File: config.mk
export PLATFORM = sky130hd
export DESIGN_NAME = ptw_walker
export DESIGN_NICKNAME = d
export VERILOG_FILES = /design/src/logic/ptw_walker.v
export VERILOG_INCLUDE_DIRS = /design/src /design/src/include
export SDC_FILE = /design/constraint.sdc
export NUM_CORES = 2
export LEC_CHECK = 0
export BUFFER_PORTS_ARGS = -buffer_cell sky130_fd_sc_hd__clkbuf_2
export CORE_ASPECT_RATIO = 2
export CORE_MARGIN = 2
export CORE_UTILIZATION = 60
export CTS_BUF_LIST = sky130_fd_sc_hd__clkbuf_8 sky130_fd_sc_hd__clkbuf_16
export DETAILED_ROUTE_END_ITERATION = 8
export PLACE_DENSITY = 0.85
export SYNTH_ARGS = -nofsm -noshare
export SYNTH_HDL_FRONTEND = slang
export SYNTH_SLANG_ARGS = --single-unit
File: constraint.sdc
create_clock -name clk -period 20.2 [get_ports clk]
set_clock_uncertainty 0.15 [all_clocks]
set_input_delay 5.05 -clock clk [delete_from_list [all_inputs] [get_ports clk]]
set_output_delay 5.05 -clock clk [all_outputs]
set_load 0.02 [all_outputs]
File: src/include/ptw_regs.vh
// Constants for the paging translation unit: register offsets, control
// bits, table entry flags and linear address fields.
// Assumes a 5-bit byte address on the register port, one word per register.
`ifndef PTW_REGS_VH
`define PTW_REGS_VH

// Register offsets
`define PTW_OFS_MAIN 5'h00
`define PTW_OFS_FEAT 5'h04
`define PTW_OFS_ROOT 5'h08
`define PTW_OFS_INV1 5'h0C
`define PTW_OFS_INVALL 5'h10
`define PTW_OFS_STAT 5'h14
`define PTW_OFS_FLIN 5'h18

// Control and status bits
`define PTW_MAIN_ON 0
`define PTW_FEAT_LPE 0
`define PTW_FEAT_WIDE 1
`define PTW_FEAT_KEEP 2
`define PTW_ST_BUSY 0
`define PTW_ST_FAULT 1
`define PTW_PRIV_TOP 2'h0

// Table entry flags
`define PTW_E_P 0
`define PTW_E_A 5
`define PTW_E_D 6
`define PTW_E_PS 7
`define PTW_E_G 8
`define PTW_E_BASE 35:12
`define PTW_E_LO 31:0

// Walk levels
`define PTW_LVL_PDPT 2'h0
`define PTW_LVL_PDE 2'h1
`define PTW_LVL_PTE 2'h2

// Linear address fields
`define PTW_LA_PDPT 31:30
`define PTW_LA_PDE_W 29:21
`define PTW_LA_PTE_W 20:12
`define PTW_LA_PDE_N 31:22
`define PTW_LA_PTE_N 21:12
`define PTW_LA_VPN 31:12
`define PTW_LA_OFS4K 11:0
`define PTW_LA_OFS2M 20:0
`define PTW_LA_OFS4M 21:0
`define PTW_TAG_2M 19:9
`define PTW_TAG_4M 19:10
`define PTW_LA_HI2M 31:21
`define PTW_PPN_2M 23:9
`define PTW_PPN_4M 23:10
`define PTW_ROOT_PDPT 31:5
`define PTW_ROOT_PD 31:12

// Address padding and reset values
`define PTW_HI_ZERO 4'h0
`define PTW_PAD_W 3'h0
`define PTW_PAD_N 2'h0
`define PTW_W32_ZERO 32'h0000_0000

`endif

File: src/logic/ptw_walker.v
// Paging translation unit: translation buffers, table walker, control regs.
// Assumes a core on the same clock issuing one request at a time while
// busy_q is low, and a memory that answers each access with mem_ack.
`timescale 1ns/100ps
`include "ptw_regs.vh"
`default_nettype none

module ptw_walker #(
   parameter TLB_N = 4,
   parameter LOG2N = 2
) (
   input wire clk,
   input wire rst,
   input wire [4:0] reg_addr,
   input wire [31:0] reg_wdata,
   input wire reg_wr,
   input wire reg_rd,
   output reg [31:0] reg_rdata_q,
   input wire [1:0] cur_priv,
   input wire req_valid,
   input wire [31:0] req_lin,
   input wire req_write,
   input wire req_fetch,
   output reg busy_q,
   output reg rsp_valid_q,
   output reg [35:0] rsp_phys_q,
   output reg rsp_fault_q,
   output reg mem_rd_q,
   output reg mem_wr_q,
   output reg mem_lock_q,
   output reg mem_dword_q,
   output reg [35:0] mem_addr_q,
   output reg [63:0] mem_wdata_q,
   input wire [63:0] mem_rdata,
   input wire mem_ack
);

   localparam NTOT = 4 * TLB_N;
   localparam [3:0] S_IDLE = 4'b0001;
   localparam [3:0] S_RD = 4'b0010;
   localparam [3:0] S_CHK = 4'b0100;
   localparam [3:0] S_WR = 4'b1000;

   ////////////////////////////////////////////////////////////////////////
   // Helpers

   function tag_hit;
      input lg;
      input wd;
      input [19:0] tag;
      input [31:0] lin;
      begin
         if (!lg)
            tag_hit = (tag == lin[`PTW_LA_VPN]);
         else if (wd)
            tag_hit = (tag[`PTW_TAG_2M] == lin[`PTW_LA_HI2M]);
         else
            tag_hit = (tag[`PTW_TAG_4M] == lin[`PTW_LA_PDE_N]);
      end
   endfunction

   function [35:0] phys_of;
      input lg;
      input wd;
      input [23:0] ppn;
      input [31:0] lin;
      begin
         if (!lg)
            phys_of = {ppn, lin[`PTW_LA_OFS4K]};
         else if (wd)
            phys_of = {ppn[`PTW_PPN_2M], lin[`PTW_LA_OFS2M]};
         else
            phys_of = {ppn[`PTW_PPN_4M], lin[`PTW_LA_OFS4M]};
      end
   endfunction

   ////////////////////////////////////////////////////////////////////////
   // Control registers

   reg trans_on_q, lpe_q, wide_q, keep_q, fault_q;
   reg [31:0] root_q, flin_q;
   reg [3:0] state_q;
   reg [1:0] lvl_q;
   reg [31:0] lin_q;
   reg wr_q, fetch_q, re_use_q;
   reg [LOG2N+1:0] re_k_q;
   reg [63:0] ent_q;

   wire priv_ok = (cur_priv == `PTW_PRIV_TOP);
   wire fl_root = reg_wr & priv_ok & (reg_addr == `PTW_OFS_ROOT);
   wire fl_all = reg_wr & priv_ok & (reg_addr == `PTW_OFS_INVALL);
   wire fl_one = reg_wr & priv_ok & (reg_addr == `PTW_OFS_INV1);
   wire fl_glob = fl_root | fl_all;

   ////////////////////////////////////////////////////////////////////////
   // Translation buffers: index = {fetch, large, slot}

   reg [NTOT-1:0] t_v, t_g, t_d;
   reg [19:0] t_tag [0:NTOT-1];
   reg [23:0] t_ppn [0:NTOT-1];
   reg [LOG2N-1:0] rr_q [0:3];

   reg hit;
   reg [LOG2N+1:0] hit_k;
   integer k;
   integer j;

   always @* begin
      hit = 1'b0;
      hit_k = {(LOG2N+2){1'b0}};
      for (k = 0; k < NTOT; k = k + 1) begin
         if (t_v[k] && (((k / TLB_N) >= 2) == req_fetch)
             && tag_hit(((k / TLB_N) % 2) == 1, wide_q, t_tag[k], req_lin)) begin
            hit = 1'b1;
            hit_k = k[LOG2N+1:0];
         end
      end
   end

   ////////////////////////////////////////////////////////////////////////
   // Walk decode

   wire lvl_pdpt = (lvl_q == `PTW_LVL_PDPT);
   wire lvl_pde = (lvl_q == `PTW_LVL_PDE);
   wire lvl_pte = (lvl_q == `PTW_LVL_PTE);
   wire e_p = ent_q[`PTW_E_P];
   wire e_lg = lvl_pde & lpe_q & ent_q[`PTW_E_PS];
   wire res_bad = lpe_q & wide_q & ((lvl_pte & ent_q[`PTW_E_PS])
                  | (lvl_pde & !e_lg & ent_q[`PTW_E_D]));
   wire fin = lvl_pte | e_lg;
   wire need_a = !lvl_pdpt & !ent_q[`PTW_E_A];
   wire need_d = fin & wr_q & !ent_q[`PTW_E_D];
   wire upd = need_a | need_d;
   reg [63:0] ent_new;
   reg [35:0] nxt_addr;
   reg [35:0] start_addr;

   always @* begin
      ent_new = ent_q;
      if (need_a)
         ent_new[`PTW_E_A] = 1'b1;
      if (need_d)
         ent_new[`PTW_E_D] = 1'b1;
      if (lvl_pdpt)
         nxt_addr = {ent_q[`PTW_E_BASE], lin_q[`PTW_LA_PDE_W], `PTW_PAD_W};
      else if (wide_q)
         nxt_addr = {ent_q[`PTW_E_BASE], lin_q[`PTW_LA_PTE_W], `PTW_PAD_W};
      else
         nxt_addr = {ent_q[`PTW_E_BASE], lin_q[`PTW_LA_PTE_N], `PTW_PAD_N};
      if (wide_q)
         start_addr = {`PTW_HI_ZERO, root_q[`PTW_ROOT_PDPT],
                       req_lin[`PTW_LA_PDPT], `PTW_PAD_W};
      else
         start_addr = {`PTW_HI_ZERO, root_q[`PTW_ROOT_PD],
                       req_lin[`PTW_LA_PDE_N], `PTW_PAD_N};
   end

   wire chk_st = (state_q == S_CHK);
   wire wr_st = (state_q == S_WR);
   wire walk_bad = chk_st & (!e_p | res_bad);
   wire do_fill = fin & ((chk_st & !walk_bad & !upd) | (wr_st & mem_ack));
   wire [LOG2N+1:0] new_k = {fetch_q, e_lg, rr_q[{fetch_q, e_lg}]};
   wire reuse = re_use_q & (re_k_q[LOG2N] == e_lg);
   wire [LOG2N+1:0] fill_k = reuse ? re_k_q : new_k;

   ////////////////////////////////////////////////////////////////////////
   // Buffer storage

   always @(posedge clk) begin
      if (do_fill) begin
         t_tag[fill_k] <= lin_q[`PTW_LA_VPN];
         t_ppn[fill_k] <= ent_new[`PTW_E_BASE];
      end
   end

   always @(posedge clk or posedge rst) begin
      if (rst) begin
         t_v <= {NTOT{1'b0}};
         t_g <= {NTOT{1'b0}};
         t_d <= {NTOT{1'b0}};
         for (j = 0; j < 4; j = j + 1)
            rr_q[j] <= {LOG2N{1'b0}};
      end else begin
         if (do_fill) begin
            t_v[fill_k] <= 1'b1;
            t_g[fill_k] <= ent_new[`PTW_E_G];
            t_d[fill_k] <= ent_new[`PTW_E_D];
            if (!reuse)
               rr_q[{fetch_q, e_lg}] <= rr_q[{fetch_q, e_lg}] + 1'b1;
         end
         for (j = 0; j < NTOT; j = j + 1) begin
            if (fl_glob && !(t_g[j] && keep_q))
               t_v[j] <= 1'b0;
            if (fl_one && tag_hit(((j / TLB_N) % 2) == 1, wide_q, t_tag[j], reg_wdata))
               t_v[j] <= 1'b0;
         end
      end
   end

   ////////////////////////////////////////////////////////////////////////
   // Register port

   always @(posedge clk or posedge rst) begin
      if (rst) begin
         trans_on_q <= 1'b0;
         lpe_q <= 1'b0;
         wide_q <= 1'b0;
         keep_q <= 1'b0;
         root_q <= `PTW_W32_ZERO;
         reg_rdata_q <= `PTW_W32_ZERO;
      end else begin
         if (reg_wr && reg_addr == `PTW_OFS_MAIN)
            trans_on_q <= reg_wdata[`PTW_MAIN_ON];
         if (reg_wr && reg_addr == `PTW_OFS_FEAT) begin
            lpe_q <= reg_wdata[`PTW_FEAT_LPE];
            wide_q <= reg_wdata[`PTW_FEAT_WIDE];
            keep_q <= reg_wdata[`PTW_FEAT_KEEP];
         end
         if (fl_root)
            root_q <= reg_wdata;
         reg_rdata_q <= `PTW_W32_ZERO;
         if (reg_rd) begin
            case (reg_addr)
               `PTW_OFS_MAIN: reg_rdata_q[`PTW_MAIN_ON] <= trans_on_q;
               `PTW_OFS_FEAT: begin
                  reg_rdata_q[`PTW_FEAT_LPE] <= lpe_q;
                  reg_rdata_q[`PTW_FEAT_WIDE] <= wide_q;
                  reg_rdata_q[`PTW_FEAT_KEEP] <= keep_q;
               end
               `PTW_OFS_ROOT: reg_rdata_q <= root_q;
               `PTW_OFS_STAT: begin
                  reg_rdata_q[`PTW_ST_BUSY] <= busy_q;
                  reg_rdata_q[`PTW_ST_FAULT] <= fault_q;
               end
               `PTW_OFS_FLIN: reg_rdata_q <= flin_q;
               default: reg_rdata_q <= `PTW_W32_ZERO;
            endcase
         end
      end
   end

   ////////////////////////////////////////////////////////////////////////
   // Request handling and table walk

   always @(posedge clk or posedge rst) begin
      if (rst) begin
         state_q <= S_IDLE;
         busy_q <= 1'b0;
         rsp_valid_q <= 1'b0;
         rsp_phys_q <= 36'h0_0000_0000;
         rsp_fault_q <= 1'b0;
         mem_rd_q <= 1'b0;
         mem_wr_q <= 1'b0;
         mem_lock_q <= 1'b0;
         mem_dword_q <= 1'b0;
         mem_addr_q <= 36'h0_0000_0000;
         mem_wdata_q <= 64'h0000_0000_0000_0000;
         lvl_q <= `PTW_LVL_PDPT;
         lin_q <= `PTW_W32_ZERO;
         wr_q <= 1'b0;
         fetch_q <= 1'b0;
         re_use_q <= 1'b0;
         re_k_q <= {(LOG2N+2){1'b0}};
         ent_q <= 64'h0000_0000_0000_0000;
         fault_q <= 1'b0;
         flin_q <= `PTW_W32_ZERO;
      end else begin
         rsp_valid_q <= 1'b0;
         if (reg_wr && reg_addr == `PTW_OFS_STAT && reg_wdata[`PTW_ST_FAULT])
            fault_q <= 1'b0;
         case (state_q)
            S_IDLE: begin
               if (req_valid) begin
                  lin_q <= req_lin;
                  wr_q <= req_write;
                  fetch_q <= req_fetch;
                  if (!trans_on_q) begin
                     rsp_valid_q <= 1'b1;
                     rsp_fault_q <= 1'b0;
                     rsp_phys_q <= {`PTW_HI_ZERO, req_lin};
                  end else if (hit && (!req_write || t_d[hit_k])) begin
                     rsp_valid_q <= 1'b1;
                     rsp_fault_q <= 1'b0;
                     rsp_phys_q <= phys_of(hit_k[LOG2N], wide_q, t_ppn[hit_k], req_lin);
                  end else begin
                     busy_q <= 1'b1;
                     re_use_q <= hit;
                     re_k_q <= hit_k;
                     mem_rd_q <= 1'b1;
                     mem_lock_q <= 1'b1;
                     mem_dword_q <= wide_q;
                     mem_addr_q <= start_addr;
                     lvl_q <= wide_q ? `PTW_LVL_PDPT : `PTW_LVL_PDE;
                     state_q <= S_RD;
                  end
               end
            end
            S_RD: begin
               if (mem_ack) begin
                  mem_rd_q <= 1'b0;
                  ent_q <= wide_q ? mem_rdata : {`PTW_W32_ZERO, mem_rdata[`PTW_E_LO]};
                  state_q <= S_CHK;
               end
            end
            S_CHK: begin
               if (walk_bad) begin
                  rsp_valid_q <= 1'b1;
                  rsp_fault_q <= 1'b1;
                  fault_q <= 1'b1;
                  flin_q <= lin_q;
                  busy_q <= 1'b0;
                  mem_lock_q <= 1'b0;
                  state_q <= S_IDLE;
               end else if (upd) begin
                  ent_q <= ent_new;
                  mem_wdata_q <= ent_new;
                  mem_wr_q <= 1'b1;
                  state_q <= S_WR;
               end else if (fin) begin
                  rsp_valid_q <= 1'b1;
                  rsp_fault_q <= 1'b0;
                  rsp_phys_q <= phys_of(e_lg, wide_q, ent_new[`PTW_E_BASE], lin_q);
                  busy_q <= 1'b0;
                  mem_lock_q <= 1'b0;
                  state_q <= S_IDLE;
               end else begin
                  mem_rd_q <= 1'b1;
                  mem_addr_q <= nxt_addr;
                  lvl_q <= lvl_q + 2'h1;
                  state_q <= S_RD;
               end
            end
            S_WR: begin
               if (mem_ack) begin
                  mem_wr_q <= 1'b0;
                  if (fin) begin
                     rsp_valid_q <= 1'b1;
                     rsp_fault_q <= 1'b0;
                     rsp_phys_q <= phys_of(e_lg, wide_q, ent_q[`PTW_E_BASE], lin_q);
                     busy_q <= 1'b0;
                     mem_lock_q <= 1'b0;
                     state_q <= S_IDLE;
                  end else begin
                     mem_rd_q <= 1'b1;
                     mem_addr_q <= nxt_addr;
                     lvl_q <= `PTW_LVL_PTE;
                     state_q <= S_RD;
                  end
               end
            end
            default: state_q <= S_IDLE;
         endcase
      end
   end

endmodule // ptw_walker

`default_nettype wire

==> results.md <==
* F_max at 91.7 MHz
* Mux share of post-synthesis cell area at 0.0987
* Core Area at 72,700 µm²
* Wirelength per Cell at 29.2 µm
* Area growth from synthesis to layout at 12.0%
* CTS Buf Count at 80
* Initial antenna violation count at 6
* Vias per inst at 6.58
* Max_cap viols at 0
* Worst-margin pin slew at 1.24 ns
* Final core utilization at 0.677
* Syn Area/Cell at 12.6 µm²
* Placed Cells at 4,591
* Dpl hpwl at 90.6 mm
* Post-synth top area cell: edfxtp_1
* Register area at 27,000 µm²
* Initial DRC Count at 3,118
* Met3 WL at 13.1 mm
* Pins Over Slew Limit at 0
* Area contributors post-synth: edfxtp_1, dfrtp_1, xor2_1, mux2_2, nand2_1
* Int Pwr at 3.48 mW
* CP required at 20.60 ns
* #FFs+latches synth at 967
* Most frequent cells in the layout: edfxtp_1, nand2_1, dfrtp_1
* Synthesized area at 44,000 µm²
* Initial core utilization at 0.605
* Hold Path Sink: ent_q[57]
* CP Launch Type: input pin
* Crit path time final at 10.91 ns
* Reg2Reg Depth at 15
* RR Endpoint: mem_addr_q[17]
* CTS tree: done
* Final Hold Viols at 0
* WL final at 139 mm
* Post-synth EDFFs at 560
* Worst Setup End Kind: flop
* Compound-Gate Fraction of Synth Area at 0.0414
* DP Worst Slack at 8.71 ns
* Die width at 195 µm
* Leading cell type in the layout, fill and taps excluded: edfxtp_1
* Layout cell share with drive strength beyond 1 at 0.204
* Max IR drop VDD at 0.000102 V
* Unique masters post-synth at 78
* Top FF cell, synth: edfxtp_1
* Vias post-DR at 31.2k
* Leak Pwr at 20.3 nW
* Fillcell total at 5,026
* Hold path start: ent_q[57]
* Setup TNS at 0 ns
* Total routing usage reported by global routing at 0.368
* # setup viols final at 0
* Final GP Congestion at 0.969
* Simple-gate share of the synthesized area at 0.124
* Die Ht at 387 µm
* Post-synth top area share at 0.383
* Die area at 75,600 µm²
* H-tree depth at 3
* I/O Pins at 318
* Clock power share at 0.320
* Synth Area in Adders at 0.000854
* Switch Pwr at 1.53 mW
* Syn Inst Count at 3,475
* Post-CTS Hold Buffers at 0
* RSZ-0062 raised after global routing: false
* CTS sink count at 967
* Outcome: finished, final reports clean
* Relative slew slack at 0.174
* Final period utilization at 0.540
* WL met2 at 67.7 mm
* Sequential fraction of the synthesis area at 0.614
* Buffers added on ports at 315
* Setup WS post-layout at 9.29 ns
* Number of global-route vias before repair at 31.8k
* Grt ovf at 0
* Largest family of logic cells by synthesized area: simple AND/OR/NAND/NOR gates
* Top Layer Used: met5
* Reg clk slew, reported paths at 0.07 ns
* CP Max Fanout at 46
* Synth warn at 0
* DRT antenna net count at 0
* WP data arrival at 11.31 ns
* Post-Layout Cell Count at 4,744
* Ys async rst share at 0.421
* First-pass GRT wire length at 202 mm
* Row cnt at 140
* Clk_lat worst skew at 0.69 ns
* Combinational power share at 0.152
* Largest net degree at the start of global routing at 152
* Worst hold-check path type: reg2reg
* Clk buf depth at 3
* Worst Setup Path Type: in2reg
* DRT Pass-1 Iters at 5
* Post-synthesis xor/xnor area fraction at 0.100
* Clk root buf: clkbuf_16
* Postcts setup bufs at 0
* Final net count at 3,896
* # DRC at 0
* Power Density at 102 nW/µm²
* Sw Ratio at 0.306
* Reg power frac at 0.528
* Worst reg-to-reg setup slack at 13.80 ns
* Wl on met1 at 46.4 mm
* Hold Path Stages at 2
* Worst R2R Start: t_tag[1][9]
* CTS resizes at 0
* Multi-input logic area at 16,200 µm²
[critical path, cell delays in order]
cell and delay, ns:
clkbuf_2 0.73, xor2_1 0.21, nor4_1 0.21, nand2_1 0.11, a311oi_1 0.87, o211ai_1 0.30, a211oi_4 0.28, buf_4 0.44
buf_4 0.65, nor2_1 0.12, a311oi_1 0.28, o2111ai_1 0.23, nor3_4 0.37, o31a_2 0.48, buf_4 0.48, mux2_2 0.40
[sequential cells by signal, indices dropped and copies added, names as in the netlist, 2 cells and up]
register	flops
t_ppn	312
t_tag	248
ent_q	64
mem_wdata_q	64
rsp_phys_q	36
mem_addr_q	34
flin_q	32
lin_q	32
reg_rdata_q	32
root_q	32
t_d	16
t_g	16
t_v	16
rr_q	8
re_k_q	4
state_q	4
lvl_q	2
[layout make-up]
class	count	area share
clock inverters	50	0.00742
inverters	13	0.00114
repair buffers	386	0.0431
well taps	923	0.0235
diodes	3	0.000152
flip-flops and latches	967	0.549
multi-input cells	2302	0.329
clock buffers	100	0.0474
[how the worst max path moves through the flow]
| stage | from | endpoint | slack [ns] | cells after the start |
|---|---|---|---|---|
| 6_report | req_lin[22] | mem_addr_q[17] | 9.29 | 16 |
| 5_1_grt | req_lin[22] | mem_addr_q[14] | 9.03 | 16 |
| 4_1_cts | req_lin[22] | mem_addr_q[10] | 9.42 | 16 |
| 3_5_place_dp | req_lin[22] | mem_addr_q[20] | 8.71 | 16 |
| 3_3_place_gp | req_lin[29] | mem_addr_q[18] | 8.76 | 17 |
| 2_1_floorplan | rst | busy_q | 3.68 | 1 |
[stage by stage]
step	power [mW]	instance area (µm²)	hold slack [ns]
global route	5.14	49200	0.328
global placement	3.38	46500	0.294
floorplan	2.99	44000	0.283
CTS	4.99	49200	0.315
finish	5.01	49200	0.313
detailed placement	3.41	46500	0.300
[routing by layer]
layer,track usage,up-vias
met5,0,-
met3,0.0734,645
met2,0.607,2046
met1,0.427,15500
met4,0.267,6
li1,-,13000
[cell usage after synthesis (all sizes together) (5+ instances only)]
library cell,n
buf,65
and4,9
or4,12
a22oi,43
a21oi,84
nand2,497
and3,21
inv,12
nor4b,7
mux2,244
xor2,356
nor2b,40
edfxtp,560
nor4,112
o22ai,6
or2,6
nor3,70
nand3,104
dfrtp,406
nand2b,16
nor3b,7
mux2i,143
nor2,101
nand4b,5
and2,18
or3,7
a31oi,15
xnor2,148
o211ai,5
a21o,5
a2111oi,8
o221ai,6
clkbuf,129
o21ai,50
nand4,83
a211oi,30
[power groups by stage]
stage,clock network (mW),logic (mW),registers [mW]
5_1_grt,1.68,0.803,2.66
3_5_place_dp,0,0.743,2.67
4_1_cts,1.60,0.749,2.63
2_1_floorplan,0,0.373,2.62
3_3_place_gp,0,0.724,2.66
6_report,1.60,0.764,2.64
[logic make-up (layout without fill, tap and decap cells)]
kind of cell / after synthesis / count (layout)
AO/OA/AOI/OAI: 279 / 279
XOR/XNOR: 504 / 504
adder cells (fa/ha/maj): 3 / 3
buffers and inverters: 207 / 549
flip-flops: 967 / 967
multiplexers: 389 / 389
other: 1 / 5
AND/OR/NAND/NOR: 1125 / 1125
(Power assumes the default switching activity.)
